### config.mk
export PLATFORM = sky130hd
export DESIGN_NAME = csc_ctrl
export DESIGN_NICKNAME = d
export VERILOG_FILES = /design/src/core/csc_pkg.sv /design/src/core/csc_buf.sv /design/src/core/csc_ctrl.sv
export VERILOG_INCLUDE_DIRS = /design/src /design/src/core
export SDC_FILE = /design/constraint.sdc
export NUM_CORES = 1
export LEC_CHECK = 0
export BUFFER_PORTS_ARGS = -buffer_cell sky130_fd_sc_hd__buf_2
export CAP_MARGIN = 20
export CORE_ASPECT_RATIO = 1.5
export CORE_MARGIN = 2
export CORE_UTILIZATION = 50
export CTS_CLUSTER_DIAMETER = 150
export DETAILED_ROUTE_END_ITERATION = 10
export PLACE_DENSITY = 0.83
export SLEW_MARGIN = 25
export SYNTH_ARGS = -nofsm -noshare
export SYNTH_HDL_FRONTEND = slang
export SYNTH_HIERARCHICAL = 1
export SYNTH_SLANG_ARGS = --single-unit
export TNS_END_PERCENT = 30
### constraint.sdc
create_clock -name sys_clk -period 3.15 [get_ports sys_clk]
set_input_delay 0.63 -clock sys_clk [delete_from_list [all_inputs] [get_ports sys_clk]]
set_output_delay 0.63 -clock sys_clk [all_outputs]
set_load 0.01 [all_outputs]
### src/core/csc_params.svh
// Timing counts and fixed values for the card socket control block
`ifndef CSC_PARAMS_SVH
`define CSC_PARAMS_SVH

`define CSC_CLK_PERIOD_NS 40
`define CSC_T_SETUP_NS    30
`define CSC_T_STROBE_NS   250
`define CSC_T_HOLD_NS     20
`define CSC_SETUP_CYC  ((`CSC_T_SETUP_NS + `CSC_CLK_PERIOD_NS - 1) / `CSC_CLK_PERIOD_NS)
`define CSC_STROBE_CYC ((`CSC_T_STROBE_NS + `CSC_CLK_PERIOD_NS - 1) / `CSC_CLK_PERIOD_NS)
`define CSC_HOLD_CYC   ((`CSC_T_HOLD_NS + `CSC_CLK_PERIOD_NS - 1) / `CSC_CLK_PERIOD_NS)
`define CSC_CNT_W      4
`define CSC_ADDR_W     26
`define CSC_DATA_W     16
`define CSC_BUF_DEPTH  2
`define CSC_CD_RST     2'h3

`endif

### src/core/csc_pkg.sv
// Types shared by the card socket control block
`default_nettype none
package csc_pkg;
    typedef enum logic [2:0] {
        CSC_OP_MEM_RD,
        CSC_OP_MEM_WR,
        CSC_OP_IO_RD,
        CSC_OP_IO_WR,
        CSC_OP_DMA_RD,
        CSC_OP_DMA_WR
    } csc_op_t;

    typedef enum logic [1:0] {
        CSC_BAT_GOOD,
        CSC_BAT_WEAK,
        CSC_BAT_DEAD
    } csc_bat_t;

    typedef enum logic [1:0] {
        CSC_ST_IDLE,
        CSC_ST_SETUP,
        CSC_ST_STROBE,
        CSC_ST_HOLD
    } csc_state_t;
endpackage : csc_pkg
`default_nettype wire

### src/core/csc_buf.sv
// Small buffer with valid and ready on both sides
`timescale 1ns/10ps
`default_nettype none
module csc_buf #(
    parameter int WIDTH = 17,
    parameter int DEPTH = 2
) (
    input  wire logic             sys_clk,
    input  wire logic             sys_rst,
    input  wire logic             in_valid,
    output logic                  in_ready,
    input  wire logic [WIDTH-1:0] in_data,
    output logic                  out_valid,
    input  wire logic             out_ready,
    output logic      [WIDTH-1:0] out_data
);
    localparam int PW = (DEPTH > 1) ? $clog2(DEPTH) : 1;
    localparam int CW = $clog2(DEPTH + 1);

    logic [WIDTH-1:0] mem_reg [DEPTH];
    logic [PW-1:0]    wr_ptr_reg;
    logic [PW-1:0]    wr_ptr_next;
    logic [PW-1:0]    rd_ptr_reg;
    logic [PW-1:0]    rd_ptr_next;
    logic [CW-1:0]    count_reg;
    logic [CW-1:0]    count_next;
    logic             push;
    logic             pop;

    function automatic logic [PW-1:0] bump(input logic [PW-1:0] p);
        bump = (p == PW'(DEPTH - 1)) ? '0 : PW'(p + 1'b1);
    endfunction : bump

    assign in_ready  = (count_reg != CW'(DEPTH));
    assign out_valid = (count_reg != '0);
    assign out_data  = mem_reg[rd_ptr_reg];
    assign push      = in_valid && in_ready;
    assign pop       = out_valid && out_ready;

    always_comb begin
        wr_ptr_next = push ? bump(wr_ptr_reg) : wr_ptr_reg;
        rd_ptr_next = pop ? bump(rd_ptr_reg) : rd_ptr_reg;
        count_next  = CW'(count_reg + CW'(push) - CW'(pop));
    end

    always_ff @(posedge sys_clk or posedge sys_rst) begin
        if (sys_rst) begin
            wr_ptr_reg <= '0;
            rd_ptr_reg <= '0;
            count_reg  <= '0;
        end else begin
            wr_ptr_reg <= wr_ptr_next;
            rd_ptr_reg <= rd_ptr_next;
            count_reg  <= count_next;
        end
    end

    always_ff @(posedge sys_clk) begin
        if (push) begin
            mem_reg[wr_ptr_reg] <= in_data;
        end
    end
endmodule : csc_buf
`default_nettype wire

### src/core/csc_ctrl.sv
// Control signalling for one 16-bit card socket
`timescale 1ns/10ps
`default_nettype none
`include "csc_params.svh"
module csc_ctrl #(
    parameter int ADDR_W = `CSC_ADDR_W,
    parameter int DATA_W = `CSC_DATA_W,
    parameter int DEPTH  = `CSC_BUF_DEPTH
) (
    input  wire logic                  sys_clk,
    input  wire logic                  sys_rst,
    input  wire logic                  io_interface_mode,
    input  wire logic                  dma_enable,
    input  wire logic                  dma_req_select,
    input  wire logic                  peer_audio_in,
    input  wire logic                  req_valid,
    output logic                       req_ready,
    input  wire csc_pkg::csc_op_t      req_op,
    input  wire logic [ADDR_W-1:0]     req_addr,
    input  wire logic [DATA_W-1:0]     req_wdata,
    input  wire logic                  req_wide,
    input  wire logic                  req_last,
    output logic                       rsp_valid,
    input  wire logic                  rsp_ready,
    output logic [DATA_W-1:0]          rsp_data,
    output logic                       rsp_ack,
    output csc_pkg::csc_bat_t          battery_state,
    output logic                       card_present,
    output logic [1:0]                 card_detect_status,
    output logic                       dma_request,
    output logic                       combined_audio_out,
    output logic                       busy,
    output logic [ADDR_W-1:0]          card_addr,
    input  wire logic [DATA_W-1:0]     card_data_in,
    output logic [DATA_W-1:0]          card_data_out,
    output logic                       card_data_oe_n,
    output logic                       even_byte_select_n,
    output logic                       odd_byte_select_n,
    output logic                       mem_read_enable_n,
    output logic                       mem_write_enable_n,
    output logic                       io_read_strobe_n,
    output logic                       io_write_strobe_n,
    output logic                       attr_select_n,
    input  wire logic                  battery_detect_one,
    input  wire logic                  battery_detect_two,
    input  wire logic                  card_detect_one_n,
    input  wire logic                  card_detect_two_n,
    input  wire logic                  input_acknowledge_n,
    input  wire logic                  card_wait_n
);
    localparam int CW = `CSC_CNT_W;
    localparam int SETUP_C = `CSC_SETUP_CYC;
    localparam int STROBE_C = `CSC_STROBE_CYC;
    localparam int HOLD_C = `CSC_HOLD_CYC;
    localparam int REACH_C = SETUP_C + 2;

    // Status path
    csc_pkg::csc_bat_t battery_reg;
    csc_pkg::csc_bat_t battery_next;
    logic              present_reg;
    logic              present_next;
    logic [1:0]        cds_reg;
    logic [1:0]        cds_next;
    logic              dreq_reg;
    logic              dreq_next;
    logic              audio_reg;
    logic              audio_next;
    logic              card_audio_in;

    // Cycle engine
    csc_pkg::csc_state_t st_reg;
    csc_pkg::csc_state_t st_next;
    logic [CW-1:0]       cnt_reg;
    logic [CW-1:0]       cnt_next;
    csc_pkg::csc_op_t    op_reg;
    csc_pkg::csc_op_t    op_next;
    logic [ADDR_W-1:0]   addr_reg;
    logic [ADDR_W-1:0]   addr_next;
    logic [DATA_W-1:0]   wdata_reg;
    logic [DATA_W-1:0]   wdata_next;
    logic                wide_reg;
    logic                wide_next;
    logic                last_reg;
    logic                last_next;
    logic                push;
    logic                buf_in_ready;

    // Card pins
    logic [7:0] pins_reg;
    logic [7:0] pins_next;
    logic       doe_n_reg;
    logic       doe_n_next;

    function automatic logic op_reads(input csc_pkg::csc_op_t op);
        op_reads = (op == csc_pkg::CSC_OP_MEM_RD) || (op == csc_pkg::CSC_OP_IO_RD) ||
                   (op == csc_pkg::CSC_OP_DMA_WR);
    endfunction : op_reads

    function automatic logic op_dma(input csc_pkg::csc_op_t op);
        op_dma = (op == csc_pkg::CSC_OP_DMA_RD) || (op == csc_pkg::CSC_OP_DMA_WR);
    endfunction : op_dma

    // Battery detect two doubles as the speaker line in I/O mode
    assign card_audio_in = battery_detect_two;

    always_comb begin
        present_next = !card_detect_one_n && !card_detect_two_n;
        cds_next     = {card_detect_two_n, card_detect_one_n};
        if (!battery_detect_one) begin
            battery_next = csc_pkg::CSC_BAT_DEAD;
        end else if (!battery_detect_two) begin
            battery_next = csc_pkg::CSC_BAT_WEAK;
        end else begin
            battery_next = csc_pkg::CSC_BAT_GOOD;
        end
        if (!dma_enable) begin
            dreq_next = 1'b0;
        end else if (dma_req_select) begin
            dreq_next = battery_detect_two;
        end else begin
            dreq_next = !input_acknowledge_n;
        end
        audio_next = (io_interface_mode && present_next && card_audio_in) ^ peer_audio_in;
    end

    always_ff @(posedge sys_clk or posedge sys_rst) begin
        if (sys_rst) begin
            battery_reg <= csc_pkg::CSC_BAT_DEAD;
            present_reg <= 1'b0;
            cds_reg     <= `CSC_CD_RST;
            dreq_reg    <= 1'b0;
            audio_reg   <= 1'b0;
        end else begin
            battery_reg <= battery_next;
            present_reg <= present_next;
            cds_reg     <= cds_next;
            dreq_reg    <= dreq_next;
            audio_reg   <= audio_next;
        end
    end

    assign req_ready = (st_reg == csc_pkg::CSC_ST_IDLE) && present_reg && buf_in_ready;

    always_comb begin
        st_next    = st_reg;
        cnt_next   = cnt_reg;
        op_next    = op_reg;
        addr_next  = addr_reg;
        wdata_next = wdata_reg;
        wide_next  = wide_reg;
        last_next  = last_reg;
        push       = 1'b0;
        case (st_reg)
            csc_pkg::CSC_ST_IDLE: begin
                if (req_valid && req_ready) begin
                    st_next    = csc_pkg::CSC_ST_SETUP;
                    cnt_next   = CW'(SETUP_C - 1);
                    op_next    = req_op;
                    addr_next  = req_addr;
                    wdata_next = req_wdata;
                    wide_next  = req_wide;
                    last_next  = req_last;
                end
            end
            csc_pkg::CSC_ST_SETUP: begin
                if (cnt_reg == '0) begin
                    st_next  = csc_pkg::CSC_ST_STROBE;
                    cnt_next = CW'(STROBE_C - 1);
                end else begin
                    cnt_next = CW'(cnt_reg - 1'b1);
                end
            end
            csc_pkg::CSC_ST_STROBE: begin
                if (cnt_reg != '0) begin
                    cnt_next = CW'(cnt_reg - 1'b1);
                end else if (card_wait_n) begin
                    st_next  = csc_pkg::CSC_ST_HOLD;
                    cnt_next = CW'(HOLD_C - 1);
                    push     = op_reads(op_reg);
                end
            end
            csc_pkg::CSC_ST_HOLD: begin
                if (cnt_reg == '0) begin
                    st_next = csc_pkg::CSC_ST_IDLE;
                end else begin
                    cnt_next = CW'(cnt_reg - 1'b1);
                end
            end
            default: begin
                st_next = csc_pkg::CSC_ST_IDLE;
            end
        endcase
        if (!present_reg) begin
            st_next = csc_pkg::CSC_ST_IDLE;
            push    = 1'b0;
        end
    end

    // Pin vector: even, odd, oe, we, io_read_strobe, io_write_strobe, attr (active high here)
    always_comb begin
        logic active;
        logic strobe;
        active     = (st_next != csc_pkg::CSC_ST_IDLE) && present_next;
        strobe     = active && (st_next == csc_pkg::CSC_ST_STROBE);
        pins_next  = 8'h00;
        doe_n_next = 1'b1;
        if (active) begin
            pins_next[0] = wide_next || !addr_next[0];
            pins_next[1] = wide_next || addr_next[0];
            pins_next[6] = (op_next == csc_pkg::CSC_OP_IO_RD) || (op_next == csc_pkg::CSC_OP_IO_WR) ||
                           op_dma(op_next);
            doe_n_next   = op_reads(op_next);
        end
        if (strobe) begin
            case (op_next)
                csc_pkg::CSC_OP_MEM_RD: pins_next[2] = 1'b1;
                csc_pkg::CSC_OP_MEM_WR: pins_next[3] = 1'b1;
                csc_pkg::CSC_OP_IO_RD:  pins_next[4] = 1'b1;
                csc_pkg::CSC_OP_IO_WR:  pins_next[5] = 1'b1;
                csc_pkg::CSC_OP_DMA_WR: begin
                    pins_next[4] = 1'b1;
                    pins_next[2] = last_next;
                end
                csc_pkg::CSC_OP_DMA_RD: begin
                    pins_next[5] = 1'b1;
                    pins_next[3] = last_next;
                end
                default: pins_next = 8'h00;
            endcase
        end
    end

    always_ff @(posedge sys_clk or posedge sys_rst) begin
        if (sys_rst) begin
            st_reg    <= csc_pkg::CSC_ST_IDLE;
            cnt_reg   <= '0;
            op_reg    <= csc_pkg::CSC_OP_MEM_RD;
            addr_reg  <= '0;
            wdata_reg <= '0;
            wide_reg  <= 1'b0;
            last_reg  <= 1'b0;
            pins_reg  <= 8'h00;
            doe_n_reg <= 1'b1;
        end else begin
            st_reg    <= st_next;
            cnt_reg   <= cnt_next;
            op_reg    <= op_next;
            addr_reg  <= addr_next;
            wdata_reg <= wdata_next;
            wide_reg  <= wide_next;
            last_reg  <= last_next;
            pins_reg  <= pins_next;
            doe_n_reg <= doe_n_next;
        end
    end

    // Read data wait here so a stalled receiver loses nothing
    csc_buf #(
        .WIDTH (DATA_W + 1),
        .DEPTH (DEPTH)
    ) u_rsp_buf (
        .sys_clk   (sys_clk),
        .sys_rst   (sys_rst),
        .in_valid  (push),
        .in_ready  (buf_in_ready),
        .in_data   ({!input_acknowledge_n, card_data_in}),
        .out_valid (rsp_valid),
        .out_ready (rsp_ready),
        .out_data  ({rsp_ack, rsp_data})
    );

    assign battery_state      = battery_reg;
    assign card_present       = present_reg;
    assign card_detect_status = cds_reg;
    assign dma_request        = dreq_reg;
    assign combined_audio_out = audio_reg;
    assign busy               = (st_reg != csc_pkg::CSC_ST_IDLE);
    assign card_addr          = addr_reg;
    assign card_data_out      = wdata_reg;
    assign card_data_oe_n     = doe_n_reg;
    assign even_byte_select_n = !pins_reg[0];
    assign odd_byte_select_n  = !pins_reg[1];
    assign mem_read_enable_n  = !pins_reg[2];
    assign mem_write_enable_n = !pins_reg[3];
    assign io_read_strobe_n   = !pins_reg[4];
    assign io_write_strobe_n  = !pins_reg[5];
    assign attr_select_n      = !pins_reg[6];
endmodule : csc_ctrl
`default_nettype wire

# == After elaboration in Yosys (flattened, before gate mapping) ==
# Memory sizes are Yosys's and may differ from the RTL's.
# Cells that the tools add are included.
# totals
mem_bits_rw,34
regBits,72
in_bits,77
word_cells,126
mem_count,1
# mem_list
name,depth,word_bits,read_ports,rd_clocked_by_memory_dff,wr,line_no,text
u_rsp_buf.mem_reg,2,17,1,0,1,csc_buf.sv:20,logic [WIDTH-1:0] mem_reg [DEPTH];
# classes
eq_ne,15
bitwise_logic,1
mux,43
n_reduce_logical,43
n_addsub,5
# ops
cell,count
$mux 1,22
$mux 4,5
$mux 2,9
$pmux 4 s4,1
$logic_not 1->1,11
$logic_and 1x1->1,10
$eq 3x2->1 const B,3
$eq 3x3->1 const B,3
$logic_or 1x1->1,9
$pmux 2 s4,1
$mux 7,1
$eq 2x2->1 const B,3
$logic_not 3->1,2
$mux 3,2
$reduce_bool 2->1,3
$reduce_or 6->1,1
$logic_not 4->1,1
$ne 2x2->1 const B,2
$pmux 1 s2,2
$reduce_bool 4->1,1
$reduce_or 2->1,2
$sub 4x1->4 const B,1
$eq 3x1->1 const B,1
$ne 3x3->1 const B,1
other kinds (9),10

# == Logic depth before layout (Yosys ltp) ==
# depth
word_depth,12
mapped_depth,11

# == Hierarchy ==
# The synthesis kept the hierarchy.
# by_module_without_submodules
mod,area_per_inst_um2,seq_area_each_um2,cells_per_inst,n_inst
csc_ctrl,2945.3,1706.6,314,1
csc_buf,1478.9,1121.1,73,1

# == Least setup slack after synthesis ==
# No wires, ideal clock.
# synth_path
path_kind,flip-flop to flip-flop
from,reg cnt_reg[0]
to,"mem u_rsp_buf.mem_reg[0][0], enable pin"
stages_incl_launch_ff,8
required_ns,2.760
setup_time_ns,0.390
setup_slack_ns,0.680
arrival_ns,2.080
synth_period_minus_slack_ns,2.470
path_cell_list,dfrtp_1 -> inv_1 -> ha_1 -> nor3b_4 -> and3_1 -> and4b_1 -> nand2_1 -> nor2_1
# synth_between
elab_chain_len,7
# synth_rtl
element,line_no,text
from (decl),csc_ctrl.sv:73,logic [CW-1:0] cnt_reg;
from (signal assigned),csc_ctrl.sv:246,cnt_reg <= cnt_next;
$reduce_bool 4->1,csc_ctrl.sv:174,if (cnt_reg != '0) begin
$mux 1,csc_ctrl.sv:174,
$mux 1,csc_ctrl.sv:153,case (st_reg)
$mux 1,csc_ctrl.sv:193,if (!present_reg) begin
net push,csc_ctrl.sv:85,logic push;
$logic_and 1x1->1,csc_buf.sv:37,assign push = in_valid && in_ready;
$mux 1,csc_buf.sv:59,if (push) begin
$mux 1 (not written as such),csc_buf.sv:60,mem_reg[wr_ptr_reg] <= in_data;
to (decl),csc_buf.sv:20,
# The timed path passes the listed nets, and every way through them passes these cells.

# == Worst setup path after layout ==
# layout_path
from,reg cnt_reg[0]
to,"mem u_rsp_buf.mem_reg[1][8], enable pin"
# Same word-level chain as after synthesis.

==> flow_summary.yaml <==
run_status:
  run_status: "complete, no violations"
global_route:
  antenna_violations_before_repair: 0
  grt-busiest-layer: "met2"
  grt.met3_usage_pct: 5.30
  grt_pass1_wl_mm: 16.0
  gr-usage-met1_pct: 24.6
  globalRouteTotalUtil_pct: 21.9
  grt_start_max_net_pins: 30
  globalRouteOverflowTotal: 0
  grt_pass1_vias: 3344
  global_routing_usage_on_met2_pct: 37.7
drt:
  detailedRoute.firstPassIterationCount: 5
  drc: 0
  drt-wirelength-per-cell_um: 15.4
  antenna_violating_nets_post_route: 0
  detailroute.via_count: 3368
  first_iter_violations: 198
  vias_per_cell: 5.13
  postRouteWirelength_mm: 10.1
synthesis:
  post_synthesis_cell_count: 387
  post-synth-top-count-cell: "sky130_fd_sc_hd__nand2_1"
  seq_area_frac_synth_pct: 63.9
  dominantRegCellSynth: "sky130_fd_sc_hd__dfrtp_1"
  postSynthNetCount: 468
  post-synth-top-area-cell: "sky130_fd_sc_hd__dfrtp_1"
  synthesis.yosys.warnings: 6
  mappedNetlistArea_um2: 4420
  number_of_distinct_library_cells_after_synthesis: 54
  synth_top_cells_by_count: "137 x sky130_fd_sc_hd__nand2_1, 68 x sky130_fd_sc_hd__dfrtp_1, 34 x sky130_fd_sc_hd__edfxtp_1"
  post_synth_main_area_contributors: "sky130_fd_sc_hd__dfrtp_1 38%, sky130_fd_sc_hd__edfxtp_1 23%, sky130_fd_sc_hd__nand2_1 12%"
  async_reset_ff_share_pct: 67.9
  synth_enable_flop_cells: 34
  synth_largest_type_area_fraction_pct: 38.5
  postSynthAreaPerCell_um2: 11.4
  postSynthRegisterBits: 106
place:
  io_buffer_count: 153
  routabilityCongestion: 0.857
  place.detailed.hpwl_mm: 7.48
  dpl-instance-area_um2: 5280
floorplanning:
  top_level_port_count: 154
  coreArea_um2: 8720
  initial_utilization_pct: 50.7
  floorplan.rows: 42
  die_height_um: 119
  die_area_um2: 9630
  die_w_um: 80.8
clock_network:
  cts_repair_resize_count: 0
  post_cts_hold_buffer_count: 0
  cts_buffer_depth: 2
  tritoncts: "done"
  postCtsSetupBuffers: 0
  cts.root.buffer_cell: "sky130_fd_sc_hd__clkbuf_16"
  cts_inserted_buffers: 9
  worstSkewPairLatency_ns: 0.34
  htree_num_levels: 3
  clkSlewWorstSetupHoldPaths_ns: 0.07
  cts_num_sinks: 106
layout:
  design_area_um2: 5570
  insertedDiodeCount: 0
  fill_cells: 706
  area_growth_syn_to_layout_pct: 25.8
  share_of_final_layout_standard_cells_stronger_than_drive_strength_1_pct: 37.0
  max_reg_flops: 34
  nNetsFinal: 622
setup_path:
  critical_path_required_ns: 3.12
  cp_max_fo: 17
  setup.worst_path.start_class: "register"
  crit_arrival_ns: 2.44
  critical_path_type: "reg -> reg"
  crit_path_end_kind: "register"
timing:
  unrepaired_setup_endpoints_after_global_routing: "false"
  fin_tns_setup_ns: 0
  timing.final.setup_violations: 0
  hold-worst-slack_ns: 0.181
  final.setup_skew_ns: 0.00490
  report.final.hold_viol_count: 0
  worst_slew_pin_slew_ns: 0.900
  portion_of_the_clock_cycle_consumed_by_the_worst_path_in_the_final_layout_pct: 78.3
  fin_crit_ns: 2.47
  timing.final.max_slew_violations: 0
  maximum_clock_frequency_mhz: 406
  max-slew-margin-rel_pct: 40.0
pwr:
  cellLeakagePower_uw: 0.00280
  powerDensity_nw_per_um2: 787
  power.net_switching_uw: 1480
  max-vdd-ir-drop_mv: 0.453
  power.clock.fraction_pct: 24.1
  switching_power_share_of_the_total_pct: 33.8
  seqPwrFrac_pct: 46.2
  internal-power_uw: 2900
  p_comb_share_pct: 29.7
run:
  max_cap_viol_count: 0
hold_path:
  timing.hold.worst.class: "in -> async"
==> per-stage QoR <==
step           setup slack [ns]  power (uW)  std cells  utilization [%]
2_1_floorplan             0.680        2800        387                -
3_3_place_gp              0.821        3260        640             60.5
3_5_place_dp              0.704        3340        640             60.5
4_1_cts                   0.647        4410        656             63.8
5_1_grt                   0.488        4670        656             63.8
6_report                  0.685        4380        656             63.8
==> placed cells by master, fill, tap and decap left out, types with 2 or more instances in the layout <==
cell type                   synthesis  final
sky130_fd_sc_hd__nor2_1             6      6
sky130_fd_sc_hd__o211ai_1           2      2
sky130_fd_sc_hd__ha_1               4      4
sky130_fd_sc_hd__dfrtp_1           68     68
sky130_fd_sc_hd__a221oi_1           2      2
sky130_fd_sc_hd__nand2b_1           5      5
sky130_fd_sc_hd__inv_1             23     22
sky130_fd_sc_hd__nand2_1          137    137
sky130_fd_sc_hd__nor3_1             2      2
sky130_fd_sc_hd__and2_1             3      3
sky130_fd_sc_hd__or2_1              2      2
sky130_fd_sc_hd__mux2_4             9      9
sky130_fd_sc_hd__buf_2              5    153
sky130_fd_sc_hd__a311oi_1           2      2
sky130_fd_sc_hd__o21ai_0            4      4
sky130_fd_sc_hd__xnor2_1            4      4
sky130_fd_sc_hd__nand3_1            5      5
sky130_fd_sc_hd__mux2i_1            4      4
sky130_fd_sc_hd__a31oi_1            3      3
sky130_fd_sc_hd__inv_2              1      2
sky130_fd_sc_hd__edfxtp_1          34     34
sky130_fd_sc_hd__mux2_1             8      8
sky130_fd_sc_hd__a221oi_2           2      2
sky130_fd_sc_hd__buf_4              4      5
sky130_fd_sc_hd__or3_1              2      2
sky130_fd_sc_hd__clkbuf_16          0      9
sky130_fd_sc_hd__dfstp_2            4      4
sky130_fd_sc_hd__and3_1             4      4
sky130_fd_sc_hd__nor4_1             2      2
sky130_fd_sc_hd__clkinv_4           0      2
sky130_fd_sc_hd__and4b_1            2      2
sky130_fd_sc_hd__a21oi_1            5      5
==> final timing paths <==
path / startpoint / to / cells past startpoint / slack, ns
worst max-delay path: cnt_reg[0]$_DFFE_PP0P_ / u_rsp_buf/mem_reg[1][8]$_DFFE_PP_ / 6 / 0.68
worst min-delay path: sys_rst / u_rsp_buf/rd_ptr_reg$_DFFE_PP0P_ / 2 / 0.18
worst max register to register: cnt_reg[0]$_DFFE_PP0P_ / u_rsp_buf/mem_reg[1][8]$_DFFE_PP_ / 6 / 0.68
worst min register to register: card_addr[5]$_DFFE_PP0P_ / card_addr[5]$_DFFE_PP0P_ / 2 / 0.47
max in group asynchronous: sys_rst / battery_state[1]$_DFF_PP1_ / 3 / 2.03
min in group sys_clk: card_detect_one_n / card_detect_status[0]$_DFF_PP1_ / 1 / 0.39
==> per-layer routing <==
metal | vias up | routed length [um]
li1 | 1593 | -
met1 | 1573 | 3750
met2 | 169 | 5080
met3 | 33 | 756
met4 | 0 | 495
met5 | - | 0
==> cell type report <==
class	count	area, um2	share of cell area [%]
tap	110	138	2.47
multi-input combinational	242	1420	25.5
clock buffer	10	239	4.29
clock inverter	6	50.0	0.899
timing repair buffer	158	803	14.4
inverter	24	90.1	1.62
sequential	106	2830	50.8
==> worst max-delay path, stage by stage (launching register included) <==
cell and delay (ns):
sky130_fd_sc_hd__dfrtp_1 0.39, sky130_fd_sc_hd__inv_1 0.08, sky130_fd_sc_hd__ha_1 0.23, sky130_fd_sc_hd__nor3b_4 0.33
sky130_fd_sc_hd__and3_1 0.20, sky130_fd_sc_hd__and4b_1 0.20, sky130_fd_sc_hd__and3_1 0.67
==> power groups by stage <==
stage,clock network (uW),registers (uW),logic [uW]
after floorplan,0,2070,734
after global placement,0,2020,1240
after detailed placement,0,2030,1310
after CTS,1080,2020,1310
after global routing,1140,2060,1460
final,1060,2020,1300
==> cells by family after synthesis <==
| group | count (synthesis) | synth area share, % |
|---|---|---|
| XOR/XNOR | 5 | 0.990 |
| flip-flops | 106 | 63.9 |
| AND/OR/NAND/NOR | 182 | 18.3 |
| buffers and inverters | 39 | 4.13 |
| AO/OA/AOI/OAI | 29 | 5.20 |
| multiplexers | 22 | 6.31 |
| adder cells (fa/ha/maj) | 4 | 1.13 |
Note: power is estimated with default switching activity, not from simulation.
